$ cat src/rsc_pkg.sv
// constants, field positions and states of the reset source controller
// assumes a 32-bit APB slave and byte addresses below 0x20
package rsc_pkg;
    localparam int           ADDR_W       = 8;
    localparam logic [7:0]   OFF_MODE0    = 8'h00;
    localparam logic [7:0]   OFF_MODE1    = 8'h04;
    localparam logic [7:0]   OFF_CAUSE    = 8'h08;
    localparam logic [7:0]   OFF_MON      = 8'h0C;
    localparam logic [7:0]   OFF_MONSEL   = 8'h10;
    localparam logic [7:0]   OFF_OPT      = 8'h14;
    // mode registers
    localparam int           M0_SOFT      = 3;
    localparam int           M1_CLK_FAST  = 0;
    localparam int           M1_WDT_SEL   = 2;
    // cause register
    localparam int           C_COLD_WARM  = 0;
    localparam int           C_PIN        = 1;
    localparam int           C_SOFT       = 2;
    localparam int           C_WDT        = 3;
    // one byte per monitor inside the monitor register
    localparam int           MN_INT_EN    = 0;
    localparam int           MN_FILT_OFF  = 1;
    localparam int           MN_DET       = 2;
    localparam int           MN_STATE     = 3;
    localparam int           MN_DIV_LO    = 4;
    localparam int           MN_EDGE_FALL = 7;
    localparam logic [7:0]   MON_RST      = 8'h8A;
    // monitor select register
    localparam int           MS_LVL1_LO   = 0;
    localparam int           MS_IRQSEL_LO = 4;
    localparam int           MS_TYPE_EN   = 6;
    localparam int           MS_BOTH_LO   = 7;
    localparam logic [8:0]   MONSEL_RST   = 9'h000;
    // option byte fields: main in [7:0], second in [15:8]
    localparam int           OP_LVL0_LO   = 4;
    localparam int           OP_MON0_OPT  = 6;
    localparam int           OP_PER_LO    = 8;
    localparam int           OP_WIN_LO    = 10;
    localparam int           SEQ_CYCLES   = 32;
    typedef enum logic [1:0] {RSC_RUN, RSC_HOLD, RSC_COUNT} rsc_state_e;
endpackage

$ cat src/rsc_top.sv
// reset source controller: gathers pin, power-on/monitor 0, watchdog and
// software resets, sequences the internal reset, records its cause, and
// hosts the supply monitors 1 and 2 with filters and interrupt requests.
// assumes CLOCK is the slow on-chip oscillator and comparators are async.
//
// Contract
// - pin low holds system in reset; release starts fetch from reset vector
// - after any reset the slow oscillator, undivided, is the processor clock
// - reset never clears RAM; reset during RAM write marks RAM undefined
// - after supply reaches level 0, count 32 slow cycles then release
// - power-on and monitor 0 reset act only when start option bit is 0
// - supply at or below level 0 resets the system
// - level 0 select and start option come only from the option byte
// - watchdog underflow resets when watchdog reset select is 1
// - watchdog period and window come from the second option byte
// - writing 1 to the software reset bit resets the system
// - cold/warm flag cleared by power-on and monitor 0, set by write 1
// - pin, software and watchdog reset flags set on their reset
// - level 0 has four levels, level 1 sixteen, level 2 fixed
// - monitors 1 and 2 detect chosen edges, request NMI or maskable IRQ
// - read-only above/below flags exist for levels 1 and 2 only
// - monitors 1 and 2 have switchable filter, slow clock over 1,2,4,8
// - the software reset bit always reads 0
`timescale 1ns/100ps
module rsc_top
#(
    parameter int SEQ_LEN = rsc_pkg::SEQ_CYCLES
)
(
    // clock and reset
    input  wire  logic                        CLOCK,
    input  wire  logic                        RSTN,
    input  wire  logic                        CLK_EN,
    // apb slave
    input  wire  logic                        PSEL,
    input  wire  logic                        PENABLE,
    input  wire  logic                        PWRITE,
    input  wire  logic [rsc_pkg::ADDR_W-1:0]  PADDR,
    input  wire  logic [31:0]                 PWDATA,
    output logic       [31:0]                 PRDATA,
    output logic                              PREADY,
    output logic                              PSLVERR,
    // pins, comparators and option bytes, all asynchronous
    input  wire  logic                        RESET_PIN_N,
    input  wire  logic                        CMP0_ABOVE,
    input  wire  logic                        CMP1_ABOVE,
    input  wire  logic                        CMP2_ABOVE,
    input  wire  logic [7:0]                  OPTION_MAIN,
    input  wire  logic [7:0]                  OPTION_SECOND,
    // on-chip neighbours
    input  wire  logic                        WDT_UNDERFLOW,
    input  wire  logic                        RAM_WR_BUSY,
    // results
    output logic                              SYS_RESET_N,
    output logic                              FETCH_VECTOR,
    output logic                              CPU_CLK_SLOW,
    output logic                              RAM_UNDEF,
    output logic                              NMI_REQ,
    output logic                              IRQ_REQ,
    output logic       [1:0]                  LEVEL0_SEL,
    output logic       [3:0]                  LEVEL1_SEL,
    output logic       [1:0]                  WDT_PERIOD_SEL,
    output logic       [1:0]                  WDT_WINDOW_SEL
);
    import rsc_pkg::*;

    localparam int CNT_W = $clog2(SEQ_LEN);

    // a single-state count could never tell the release edge apart
    if (SEQ_LEN < 2 || SEQ_LEN > 4096)
    begin : g_bad_len
        $error("SEQ_LEN out of range");
    end

    logic [19:0]      s1_ff;
    logic [19:0]      s2_ff;
    rsc_state_e       state_ff;
    rsc_state_e       nxt_state;
    logic [CNT_W-1:0] cnt_ff;
    logic [3:0]       cause_ff;
    logic             wdt_sel_ff;
    logic [8:0]       monsel_ff;
    logic [7:0]       mon_ff [2];
    logic [1:0]       lvl_w;
    logic [1:0]       irq_vec;
    logic [1:0]       nmi_vec;
    logic [2:0]       pre_ff;
    logic [31:0]      nxt_prdata;
    logic             hit;

    // pins, comparators and option bytes pass two flops before use
    always_ff @(posedge CLOCK)
    begin
        if (!RSTN)
        begin
            // idle levels: pin released, supply above every threshold
            s1_ff <= 20'h0000F;
            s2_ff <= 20'h0000F;
        end
        else if (CLK_EN)
        begin
            s1_ff <= {OPTION_SECOND, OPTION_MAIN, CMP2_ABOVE, CMP1_ABOVE,
                      CMP0_ABOVE, RESET_PIN_N};
            s2_ff <= s1_ff;
        end
    end

    wire         pin_s   = s2_ff[0];
    wire         cmp0_s  = s2_ff[1];
    wire  [1:0]  cmp_s   = s2_ff[3:2];
    wire  [15:0] opt_s   = s2_ff[19:4];

    wire in_run   = (state_ff == RSC_RUN);
    wire wr_en    = PSEL && PENABLE && PREADY && PWRITE && in_run;
    wire pin_rst  = !pin_s;
    wire mon0_low = !opt_s[OP_MON0_OPT] && !cmp0_s;
    wire soft_req = wr_en && PADDR == OFF_MODE0 && PWDATA[M0_SOFT];
    wire wdt_req  = in_run && wdt_sel_ff && WDT_UNDERFLOW;
    wire level_src = pin_rst || mon0_low;

    // level sources hold reset; the count only starts once all are gone
    always_comb
    begin
        nxt_state = state_ff;
        case (state_ff)
            RSC_RUN:
                if (level_src || soft_req || wdt_req)
                    nxt_state = RSC_HOLD;
            RSC_HOLD:
                if (!level_src)
                    nxt_state = RSC_COUNT;
            RSC_COUNT:
                if (level_src)
                    nxt_state = RSC_HOLD;
                else if (cnt_ff == CNT_W'(SEQ_LEN - 1))
                    nxt_state = RSC_RUN;
            default:
                nxt_state = RSC_HOLD;
        endcase
    end

    always_ff @(posedge CLOCK)
    begin
        if (!RSTN)
        begin
            state_ff <= RSC_HOLD;
            cnt_ff   <= '0;
        end
        else if (CLK_EN)
        begin
            state_ff <= nxt_state;
            cnt_ff   <= (state_ff == RSC_COUNT && nxt_state == RSC_COUNT)
                        ? cnt_ff + 1'b1 : '0;
        end
    end

    always_ff @(posedge CLOCK)
    begin
        if (!RSTN)
        begin
            SYS_RESET_N  <= 1'b0;
            FETCH_VECTOR <= 1'b0;
            RAM_UNDEF    <= 1'b0;
        end
        else if (CLK_EN)
        begin
            SYS_RESET_N  <= (nxt_state == RSC_RUN);
            FETCH_VECTOR <= (state_ff == RSC_COUNT) && (nxt_state == RSC_RUN);
            // ram is left untouched; only flag a write cut short
            if (in_run && nxt_state != RSC_RUN && RAM_WR_BUSY)
                RAM_UNDEF <= 1'b1;
        end
    end

    // cause flags and cold/warm survive every reset except the block's own and monitor 0
    always_ff @(posedge CLOCK)
    begin
        if (!RSTN)
            cause_ff <= 4'h0;
        else if (CLK_EN)
        begin
            if (mon0_low)
                cause_ff <= 4'h0;
            else
            begin
                if (wr_en && PADDR == OFF_CAUSE && PWDATA[C_COLD_WARM])
                    cause_ff[C_COLD_WARM] <= 1'b1;
                if (pin_rst)
                    cause_ff[C_PIN] <= 1'b1;
                if (soft_req)
                    cause_ff[C_SOFT] <= 1'b1;
                if (wdt_req)
                    cause_ff[C_WDT] <= 1'b1;
            end
        end
    end

    // control registers fall back to defaults while the system is in reset
    always_ff @(posedge CLOCK)
    begin
        if (!RSTN || (CLK_EN && !in_run))
        begin
            CPU_CLK_SLOW <= 1'b1;
            wdt_sel_ff   <= 1'b0;
            monsel_ff    <= MONSEL_RST;
        end
        else if (CLK_EN)
        begin
            if (wr_en && PADDR == OFF_MODE1)
            begin
                CPU_CLK_SLOW <= !PWDATA[M1_CLK_FAST];
                wdt_sel_ff   <= PWDATA[M1_WDT_SEL];
            end
            if (wr_en && PADDR == OFF_MONSEL)
                monsel_ff <= PWDATA[8:0];
        end
    end

    always_ff @(posedge CLOCK)
    begin
        if (!RSTN)
            pre_ff <= 3'h0;
        else if (CLK_EN)
            pre_ff <= pre_ff + 3'h1;
    end

    genvar g;
    generate
        for (g = 0; g < 2; g++)
        begin : g_mon
            logic       smp_ff;
            logic       flt_ff;
            logic       prv_ff;
            logic [1:0] dv;
            logic [2:0] msk;
            logic       tick;
            logic       lvl;
            logic       evt;
            logic       mask_t;
            assign dv   = mon_ff[g][MN_DIV_LO +: 2];
            assign msk  = {dv == 2'h3, dv[1], dv != 2'h0};
            assign tick = (pre_ff & msk) == 3'h0;
            assign lvl  = mon_ff[g][MN_FILT_OFF] ? cmp_s[g] : flt_ff;
            assign evt  = monsel_ff[MS_BOTH_LO + g] ? (lvl != prv_ff)
                        : (mon_ff[g][MN_EDGE_FALL] ? (prv_ff && !lvl)
                                                    : (!prv_ff && lvl));
            assign mask_t      = monsel_ff[MS_TYPE_EN] && monsel_ff[MS_IRQSEL_LO + g];
            assign lvl_w[g]    = lvl;
            assign irq_vec[g]  = mon_ff[g][MN_DET] && mon_ff[g][MN_INT_EN] && mask_t;
            assign nmi_vec[g]  = mon_ff[g][MN_DET] && mon_ff[g][MN_INT_EN] && !mask_t;

            // two agreeing samples, spaced by the divided clock, move the level
            always_ff @(posedge CLOCK)
            begin
                if (!RSTN)
                begin
                    smp_ff <= 1'b1;
                    flt_ff <= 1'b1;
                    prv_ff <= 1'b1;
                end
                else if (CLK_EN)
                begin
                    if (tick)
                    begin
                        smp_ff <= cmp_s[g];
                        if (smp_ff == cmp_s[g])
                            flt_ff <= smp_ff;
                    end
                    prv_ff <= lvl;
                end
            end

            always_ff @(posedge CLOCK)
            begin
                if (!RSTN || (CLK_EN && !in_run))
                    mon_ff[g] <= MON_RST;
                else if (CLK_EN)
                begin
                    if (wr_en && PADDR == OFF_MON)
                    begin
                        mon_ff[g] <= PWDATA[8*g +: 8];
                        // detect flag: writing 0 clears, writing 1 keeps
                        mon_ff[g][MN_DET] <= mon_ff[g][MN_DET] && PWDATA[8*g+MN_DET];
                    end
                    // an edge in the clearing cycle still sets the flag
                    if (evt && mon_ff[g][MN_INT_EN])
                        mon_ff[g][MN_DET] <= 1'b1;
                end
            end
        end
    endgenerate

    always_ff @(posedge CLOCK)
    begin
        if (!RSTN)
        begin
            NMI_REQ        <= 1'b0;
            IRQ_REQ        <= 1'b0;
            LEVEL0_SEL     <= 2'h0;
            LEVEL1_SEL     <= 4'h0;
            WDT_PERIOD_SEL <= 2'h0;
            WDT_WINDOW_SEL <= 2'h0;
        end
        else if (CLK_EN)
        begin
            NMI_REQ        <= |nmi_vec;
            IRQ_REQ        <= |irq_vec;
            LEVEL0_SEL     <= opt_s[OP_LVL0_LO +: 2];
            LEVEL1_SEL     <= monsel_ff[MS_LVL1_LO +: 4];
            WDT_PERIOD_SEL <= opt_s[OP_PER_LO +: 2];
            WDT_WINDOW_SEL <= opt_s[OP_WIN_LO +: 2];
        end
    end

    always_comb
    begin
        nxt_prdata = 32'h00000000;
        hit        = 1'b1;
        case (PADDR)
            OFF_MODE0:  nxt_prdata = 32'h00000000;
            OFF_MODE1:  nxt_prdata = {29'h0, wdt_sel_ff, 1'b0, !CPU_CLK_SLOW};
            OFF_CAUSE:  nxt_prdata = {28'h0, cause_ff};
            OFF_MON:
            begin
                nxt_prdata[15:0] = {mon_ff[1], mon_ff[0]};
                nxt_prdata[MN_STATE]     = lvl_w[0];
                nxt_prdata[8 + MN_STATE] = lvl_w[1];
            end
            OFF_MONSEL: nxt_prdata = {23'h0, monsel_ff};
            OFF_OPT:    nxt_prdata = {16'h0, opt_s};
            default:    hit = 1'b0;
        endcase
    end

    // one wait state: pready rises in the second access cycle
    always_ff @(posedge CLOCK)
    begin
        if (!RSTN)
        begin
            PREADY  <= 1'b0;
            PRDATA  <= 32'h00000000;
            PSLVERR <= 1'b0;
        end
        else if (CLK_EN)
        begin
            PREADY  <= PSEL && PENABLE && !PREADY;
            PSLVERR <= PSEL && PENABLE && !PREADY && !hit;
            if (PSEL && PENABLE && !PREADY && !PWRITE)
                PRDATA <= nxt_prdata;
        end
    end
endmodule // rsc_top

$ cat config.mk
export PLATFORM = sky130hd
export DESIGN_NAME = rsc_top
export DESIGN_NICKNAME = d
export VERILOG_FILES = /design/src/rsc_pkg.sv /design/src/rsc_top.sv
export SDC_FILE = /design/constraint.sdc
export NUM_CORES = 1
export LEC_CHECK = 0
export ABC_AREA = 1
export ABC_CLOCK_PERIOD_IN_PS = 2000
export BUFFER_PORTS_ARGS = -buffer_cell sky130_fd_sc_hd__buf_2
export CAP_MARGIN = 10
export CORE_MARGIN = 3
export CORE_UTILIZATION = 54
export DETAILED_ROUTE_END_ITERATION = 6
export PLACE_DENSITY = 0.8
export SYNTH_ARGS = -nofsm -noshare
export SYNTH_HDL_FRONTEND = slang
export SYNTH_SLANG_ARGS = --single-unit
$ cat constraint.sdc
create_clock -name CLOCK -period 2 [get_ports CLOCK]
set_input_delay 0.2 -clock CLOCK [delete_from_list [all_inputs] [get_ports CLOCK]]
set_output_delay 0.2 -clock CLOCK [all_outputs]
set_load 0.01 [all_outputs]
==> impl.org, run 1 <==
** Run status
- The flow ran to the end, and the final reports show no timing, DRC or antenna violations.

** Place
- Dpl hpwl :: 9010 um
- At the end of routability-driven placement, the weighted congestion stood at between 0.9 and 1.
- In this run the tool buffered the top-level ports with 84 buffer cells.
- Pre-CTS setup slack :: about 0.096 ns
- Once placement completed, the tool counted placed cells totaling 881.

** Yosys
- Largest cells by area after synthesis :: sky130_fd_sc_hd__dfxtp_1, sky130_fd_sc_hd__nand2_1, sky130_fd_sc_hd__edfxtp_1
- Among all flip-flop cells after synthesis, the most frequent one is sky130_fd_sc_hd__dfxtp_1.
- Summed over all instances, the cell type with the most area after synthesis is sky130_fd_sc_hd__dfxtp_1.
- Yosys mapped a number of flops with a built-in enable equal to 14.
- The synthesized design contains approximately 120 register bits.
- Yosys warnings :: 0
- Netlist Area Pre-Place :: between 5000 and 6000 um^2
- Seq/Total Area, Yosys :: 0.469
- Cell count after synthesis :: 688
- Per-instance average area after synthesis :: between 7 and 8 um^2
- Count leader, synth :: sky130_fd_sc_hd__nand2_1
- Most instantiated cells after synthesis :: sky130_fd_sc_hd__nand2_1, sky130_fd_sc_hd__nor2_1, sky130_fd_sc_hd__dfxtp_1, sky130_fd_sc_hd__o21ai_0, sky130_fd_sc_hd__inv_1
- In the synthesized netlist the async set-or-reset flop fraction comes to 0.
- Proportion of netlist area held by the largest area contributor :: 0.390
- After synthesis, the netlist uses between 40 and 50 different library cells.

** Layout
- # nets final :: roughly 880
- Number of standard cells in the final layout excluding fillers :: 946
- Fill cell instance count of the final layout :: 729
- Layout cell share with drive strength beyond 1 :: 0.212
- The number of antenna diodes in the final layout is 0.
- The area growth from synthesis to layout is 25.3%.

** Worst setup path
- The worst register-to-register path has a depth of 6.
- Category of the worst setup path launch point :: flop
- For the worst setup path, the data arrival time is 2.03 ns.
- Category of the most critical setup path :: reg -> reg
- The startpoint identified for the worst register-to-register timing path is mon_ff[0][1]$_SDFFCE_PN1P_.
- Worst R2R Setup Slack :: around 0.19 ns
- Critical path endpoint category :: flop
- Largest fanout on the critical path :: 3
- At the worst endpoint, the required time is 2.22 ns.
- In this run the critical register-to-register path is captured at mon_ff[0][2]$_DFFE_PP_.

** Drt
- Using the TritonRoute via totals, the vias-per-cell ratio works out to between 5 and 6.
- Summing over every cut layer, the via total after detailed routing is 4,939.
- The first detailed-routing pass ran for 4 iterations.
- The final layout contains routed wiring with a total length of around 13,000 um.
- The detail route stage leaves a number of antenna-violating nets equal to 0.
- After detailed routing, the number of remaining DRC violations is 0.
- Number of DRC markers after the initial detailed-route iteration :: 260
- After detailed routing, the average wire length per cell comes to between 10 and 15 um.

** STA
- Worst Slack Setup Final :: roughly 0.19 ns
- In this run the tightest slew margin relative to its limit is 0.661.
- Slew at the pin closest to its max-slew limit :: around 0.51 ns
- Smallest hold slack :: between 0.02 and 0.025 ns
- On the final layout, the worst clock skew is 0.00915 ns.
- Shortest clock period the worst path allows after layout :: ~1.8 ns
- Final Hold Violating Endpoints :: 0
- Unrepaired setup endpoints after global routing :: false
- Post-route fraction of the period consumed by the critical path :: 0.905
- Max Freq :: about 550 MHz
- Setup violations remaining at the end of the flow were counted as 0.
- The count of final max-slew check failures was 0.
- Fin Setup TNS :: 0 ns

** Die
- Row generation in the floorplan step produced 35 rows.
- Die span in y :: ~110 um
- Full die area :: about 11,000 um^2
- During I/O placement, the number of pins put on the boundary was about 120.
- The floorplan step set the die width to about 110 um.
- Initial Util :: 0.567
- CORE AREA :: between 9000 and 10,000 um^2

** Clocking
- The root buffer cell chosen for the clock tree is sky130_fd_sc_hd__clkbuf_8.
- Clock tree buffer depth :: 2
- The clock reaches the later pin of the worst-skew pair after ~0.52 ns.
- TritonCTS clock tree :: yes
- Clock transition at path regs :: ~0.06 ns
- In this run, CTS created clock tree buffers numbering 17.
- Number of clock sinks seen by CTS :: 118
- Level count of the clock H-tree :: 4

** Global routing
- Entering global routing, the biggest net connects 60 pins.
- Wire length of the first global-routing pass :: 22,600 um
- The initial antenna violation count was 0.
- Via count of the first global-routing pass :: 4,872
- Across every metal layer, demand over resource in global routing totals 0.252.
- After global routing the overflow that remains totals 0.

** Hold path
- Worst hold path cell count :: 3
- The worst hold path terminates at monsel_ff[3]$_SDFFE_PP0P_.
- The tightest min-delay check is of the in -> reg type.
- In this run the most critical hold path is launched from PWDATA[3].

** Flow run
- Number of max-capacitance violations reported :: 0

** Power and ir drop
- Power density over cell area :: 895 nW/um^2
- Peak VDD IR :: approximately 0.53 mV
- The analysis attributes to cell leakage a power of roughly 3.1 nW.
[critical path, stage by stage, from the launching register on]
cell and delay, ns:
sky130_fd_sc_hd__edfxtp_1 0.42, sky130_fd_sc_hd__o21ai_2 0.20, sky130_fd_sc_hd__inv_1 0.07, sky130_fd_sc_hd__ha_1 0.31, sky130_fd_sc_hd__a211oi_2 0.23, sky130_fd_sc_hd__o211ai_1 0.16
sky130_fd_sc_hd__nand3_1 0.13
[kinds of logic (layout without fill, tap and decap cells)]
logic type	Yosys count	after routing	synth area share
AOI/OAI and AO/OA	153	153	0.162
DFF	118	118	0.469
xor gates and xnor gates	1	1	0.00164
buffers and inverters	112	226	0.102
adders and majority gates	7	7	0.0164
muxes	1	1	0.00211
other	1	16	0.000703
and+or+nand+nor	295	295	0.246
[worst max-delay path by stage]
stage | startpoint | to | slack [ns] | cells past startpoint
after global placement | mon_ff[0][1]$_SDFFCE_PN1P_ | mon_ff[0][2]$_DFFE_PP_ | 0.16 | 6
after detailed placement | mon_ff[0][1]$_SDFFCE_PN1P_ | mon_ff[0][2]$_DFFE_PP_ | 0.1 | 6
final | mon_ff[0][1]$_SDFFCE_PN1P_ | mon_ff[0][2]$_DFFE_PP_ | 0.19 | 6
after global routing | mon_ff[1][1]$_SDFFCE_PN1P_ | mon_ff[1][2]$_SDFFCE_PN0P_ | 0.08 | 5
after CTS | mon_ff[0][1]$_SDFFCE_PN1P_ | mon_ff[0][2]$_DFFE_PP_ | 0.06 | 6
after floorplan | mon_ff[0][1]$_SDFFCE_PN1P_ | mon_ff[0][2]$_DFFE_PP_ | 0.27 | 6
[where the power goes]
| group | switching (mW) | leakage (nW) | total (mW) | internal, mW |
|---|---|---|---|---|
| registers | 0.0647 | 0.992 | 2.57 | 2.50 |
| logic | 0.317 | 1.81 | 0.525 | 0.208 |
| clock network | 1.04 | 0.281 | 2.89 | 1.85 |
| total | 1.42 | 3.09 | 5.99 | 4.56 |
[metrics by stage]
stage	power [mW]	instance area (um^2)	utilization
floorplan	2.94	5390	-
global placement	3.06	5780	0.614
detailed placement	3.08	5780	0.614
CTS	6.01	6680	0.710
global route	6.22	6690	0.710
finish	5.99	6690	0.710
[sequential cells by signal, summed over array words and instances (netlist names), 2 cells and up]
register and cells:
cause_ff 4, g_mon.prv_ff 2, LEVEL0_SEL 2, s2_ff 20, WDT_PERIOD_SEL 2, cnt_ff 5
g_mon.flt_ff 2, mon_ff 14, g_mon.smp_ff 2, pre_ff 3, state_ff 2, s1_ff 20
WDT_WINDOW_SEL 2, LEVEL1_SEL 4, PRDATA 16, monsel_ff 9
[per-layer routing]
layer	share of wire	track usage
met1	0.41	0.302
met5	0	0
met3	0.064	0.0710
met2	0.49	0.416
met4	0.035	0.122
[final cells by class]
| cell class | instances | area, um^2 | area share |
|---|---|---|---|
| Sequential cell | 118 | 2500 | 0.374 |
| Multi-Input combinational cell | 473 | 2350 | 0.351 |
| Timing Repair Buffer | 128 | 846 | 0.127 |
| Clock buffer | 26 | 509 | 0.0762 |
| Inverter | 66 | 258 | 0.0386 |
| Tap cell | 129 | 161 | 0.0241 |
| Clock inverter | 6 | 62.6 | 0.00936 |
[what timing repair did]
item                                    4_1_cts  5_1_grt
setup buffers                                 0        0
resized for setup                             0        2
hold buffers                                 33        0
endpoints found under the setup margin        0        2
endpoints found under the hold margin        38        0
[placed cells by master (no fill, tap or decap), types with 3 or more instances in the layout]
cell type,netlist,layout
sky130_fd_sc_hd__o21ai_0,76,75
sky130_fd_sc_hd__buf_4,19,10
sky130_fd_sc_hd__clkbuf_8,0,5
sky130_fd_sc_hd__edfxtp_1,14,14
sky130_fd_sc_hd__inv_2,7,7
sky130_fd_sc_hd__nor2_2,5,5
sky130_fd_sc_hd__a21oi_2,6,6
sky130_fd_sc_hd__clkbuf_1,12,4
sky130_fd_sc_hd__buf_2,11,84
sky130_fd_sc_hd__clkbuf_16,0,17
sky130_fd_sc_hd__conb_1,1,16
sky130_fd_sc_hd__a21oi_1,47,47
sky130_fd_sc_hd__nor2_1,110,110
sky130_fd_sc_hd__o211ai_1,3,3
sky130_fd_sc_hd__inv_4,2,3
sky130_fd_sc_hd__nor2_4,3,3
sky130_fd_sc_hd__nand2_4,3,3
sky130_fd_sc_hd__nand2_2,5,5
sky130_fd_sc_hd__inv_1,56,56
sky130_fd_sc_hd__o21ai_2,7,8
sky130_fd_sc_hd__ha_1,7,7
sky130_fd_sc_hd__dlygate4sd3_1,0,33
sky130_fd_sc_hd__nor3_1,5,5
sky130_fd_sc_hd__nand2_1,113,113
sky130_fd_sc_hd__dfxtp_1,104,104
sky130_fd_sc_hd__nand3_1,40,40
No activity file was read; power rests on OpenSTA's default activity.
==> run 2: changes to the inputs <==
Settings changed: SETUP_SLACK_MARGIN from default to 0.4, SLEW_MARGIN from default to 20.
==> run 2 against run 1 <==
Wire length down 2.5%. Critical path type unchanged. Sequential cell count is the same. Hold slack improved by 0.00077 ns. Largest power group is now registers. Count of clock-buffer cells in the layout shrank 2. Register-to-register slack improved by 0.09 ns.
==> impl.org, run 2 (synthesis results as in run 1) <==
** Run status
- Outcome :: finished, final reports clean

** Layout
- The layout filler cell count is 729 (unchanged).
- The sequential cell area is 2500 um^2 (about the same).
- The fraction of layout cells with a size suffix above 1 came to 0.231 (+0.0191).
- The largest registers in the layout are s1_ff: 20 flops, s2_ff: 20 flops, PRDATA: 16 flops.
- In the layout the commonest cells are sky130_fd_sc_hd__nand2_1, sky130_fd_sc_hd__nor2_1, sky130_fd_sc_hd__dfxtp_1.
- # nets final :: 887 (+0.91%)
- Most common library cell in the layout ignoring fill and taps :: sky130_fd_sc_hd__nand2_1
- Area growth from synthesis to final layout :: 25.5%
- The number of antenna repair diodes came to 0 (unchanged).
- The post-layout utilization of the core is 0.711 (+0.000930).
- The combined area of the multi-input logic cells came to 2390 um^2 (+1.8%).

** STA
- The final worst hold slack is 0.0218 ns (+0.000771 ns).
- Final number of setup-violating endpoints :: 0 (unchanged)
- Final Hold Violating Endpoints :: 0 (unchanged)
- Unrepaired setup endpoints after global routing :: true
- Relative slew slack :: 0.658 (-0.00324)
- The timing-limited maximum frequency is 582 MHz (+5.3%).
- Post-route fraction of the period consumed by the critical path :: 0.860 (-0.0453)
- The count of final max-slew check failures was 0 (unchanged).
- Shortest clock period the worst path allows after layout :: 1.72 ns (-0.0905 ns)
- The worst clock skew on the final layout is 0.00744 ns (-0.00171 ns).
- Slew at the pin closest to its max-slew limit :: 0.513 ns (+0.00487 ns)
- Fin Setup TNS :: 0 ns (unchanged)

** Die
- The number of top-level design ports is 118 (unchanged).
- The full die area was 11,100 um^2 (unchanged).
- The effective utilization at floorplan is 0.567 (unchanged).
- The row count is 35 (unchanged).
- Die span in y :: 105 um (unchanged)
- Horiz. Die Dim :: 105 um (unchanged)
- The area of the core came to 9420 um^2 (unchanged).

** Hold path
- Hold WC Path Type :: in -> reg
- The worst hold path begins at PWDATA[13].
- End point of the worst hold path :: mon_ff[1][5]$_SDFFCE_PN0P_
- The instance count along the most critical hold path was 3 (unchanged).

** Global routing
- The global-route wire length before repair was 21,300 um (-5.6%).
- The overall overflow remaining after global route came to 0 (unchanged).
- The initial antenna violation count came to 0 (unchanged).
- All-Layer GR Usage :: 0.237 (-0.0150)
- The pin count of the biggest net entering global routing came to 60 (unchanged).
- Via count of the first global-routing pass :: 4,680 (-3.9%)

** Drt
- The vias per cell is 5.21 (-0.21%).
- The initial detailed-routing violation count was 312 (+20%).
- DRC violation count after routing :: 0 (unchanged)
- Routed wire length :: 13,100 um (-2.5%)
- DRT Pass-1 Iters :: 5 (+1)
- The routed wirelength normalized by instance count is 13.8 um (-3.1%).
- The number of nets with antenna violations after detailed routing is 0 (unchanged).
- Via count of the routed design :: 4,960 (+0.43%)

** Clocking
- The clock sink count came to 118 (unchanged).
- The buffer levels on the longest clock path came to 2 (unchanged).
- TritonCTS Buffers :: 17 (unchanged)
- The root buffer cell chosen for the clock tree is sky130_fd_sc_hd__clkbuf_8.
- Level count of the clock H-tree :: 4 (unchanged)
- Clock transition at path regs :: 0.05 ns (about the same)
- Skew-Pair Late Insertion Delay :: 0.51 ns (about the same)
- TritonCTS built the clock tree.

** Power and ir drop
- Power density over cell area :: 840 nW/um^2 (-6.1%)
- Peak VDD IR :: 0.684 mV (+29%)
- The leakage power was 3.09 nW (about the same).
- PnR Total Power :: 5.63 mW (-6.0%)

** Worst setup path
- The worst setup path is launched from a flop.
- Crit Reg-Reg Startpoint :: mon_ff[0][1]$_SDFFCE_PN1P_
- The count of cells along the worst register-to-register path was 6 (unchanged).
- By startpoint and endpoint, the worst setup path is classified as reg -> reg.
- Worst R2R Setup Slack :: 0.28 ns (+0.09 ns)
- Critical R2R Capture :: mon_ff[0][2]$_DFFE_PP_
- The worst setup path is captured at a flop.
- Endpoint arrival time on the critical path :: 1.97 ns (-0.06 ns)
- Largest fanout on the critical path :: 3 (unchanged)
- The critical path data required time came to 2.25 ns (+0.03 ns).

** Place
- RD Place Congestion :: 0.950 (+1.1%)
- Dpl hpwl :: 8940 um (-0.73%)
- Port bufs :: 84 (unchanged)

** Flow run
- Number of max-capacitance violations reported :: 0 (unchanged)
run 2: cell count changes in the layout (fill, tap and decap cells not counted), moves of 3 or more:
cell / before / now
sky130_fd_sc_hd__clkinv_2: 2 / 5
sky130_fd_sc_hd__a21oi_1: 47 / 44
sky130_fd_sc_hd__buf_4: 10 / 20
sky130_fd_sc_hd__ha_1: 7 / 4
sky130_fd_sc_hd__a21oi_2: 6 / 9
sky130_fd_sc_hd__ha_2: 0 / 3
run 2: repair_timing:
item / in CTS / in global routing
gates resized for setup: 5 / 9
pin swaps: 1 / 5
hold buffers: 32 / 0
setup buffers: 4 / 5
endpoints found under the setup margin: 20 / 10
endpoints found under the hold margin: 36 / 0
run 2: final cells by class:
type | count | share of cell area
Timing Repair Buffer | 136 | 0.133
Sequential cell | 118 | 0.374
Multi-Input combinational cell | 473 | 0.357
Tap cell | 129 | 0.0241
Inverter | 66 | 0.0385
Clock buffer | 24 | 0.0688
Clock inverter | 6 | 0.00467
run 2: routing by layer:
layer  GRT usage  routed length (um)
met1       0.279                5430
met2       0.418                6570
met3      0.0508                 780
met4      0.0984                 341
met5           0                   0
run 2: power breakdown:
group          switching, mW  internal [mW]  leakage, nW
Combinational          0.319          0.211         1.85
Clock                  0.968           1.56        0.249
Sequential            0.0656           2.50        0.993
run 2: worst max-delay path by stage:
| stage | from | end | slack, ns | cells past startpoint |
|---|---|---|---|---|
| after floorplan | mon_ff[1][1]$_SDFFCE_PN1P_ | mon_ff[1][2]$_SDFFCE_PN0P_ | 0.43 | 5 |
| after global placement | PADDR[5] | mon_ff[1][7]$_SDFFCE_PN1P_ | 0.23 | 8 |
| after detailed placement | PADDR[7] | mon_ff[1][5]$_SDFFCE_PN0P_ | 0.16 | 8 |
| after CTS | mon_ff[0][1]$_SDFFCE_PN1P_ | mon_ff[0][2]$_DFFE_PP_ | 0.30 | 6 |
| after global routing | mon_ff[0][1]$_SDFFCE_PN1P_ | mon_ff[0][2]$_DFFE_PP_ | 0.19 | 6 |
| final | mon_ff[0][1]$_SDFFCE_PN1P_ | mon_ff[0][2]$_DFFE_PP_ | 0.28 | 6 |
run 2: metrics by stage:
stage          std cells  worst slack (ns)  area, um^2
4_1_cts              947             0.297        6630
3_3_place_gp         881             0.231        5770
6_report             952             0.281        6690
2_1_floorplan        703             0.434        5400
5_1_grt              952             0.188        6690
3_5_place_dp         881             0.159        5770
run 2: worst max-delay path: stages, from the launching register on:
cell and delay (ns):
sky130_fd_sc_hd__edfxtp_1 0.42, sky130_fd_sc_hd__o21ai_2 0.19, sky130_fd_sc_hd__inv_1 0.08, sky130_fd_sc_hd__ha_2 0.17, sky130_fd_sc_hd__mux2_4 0.25, sky130_fd_sc_hd__o211ai_1 0.22, sky130_fd_sc_hd__nand3_1 0.12
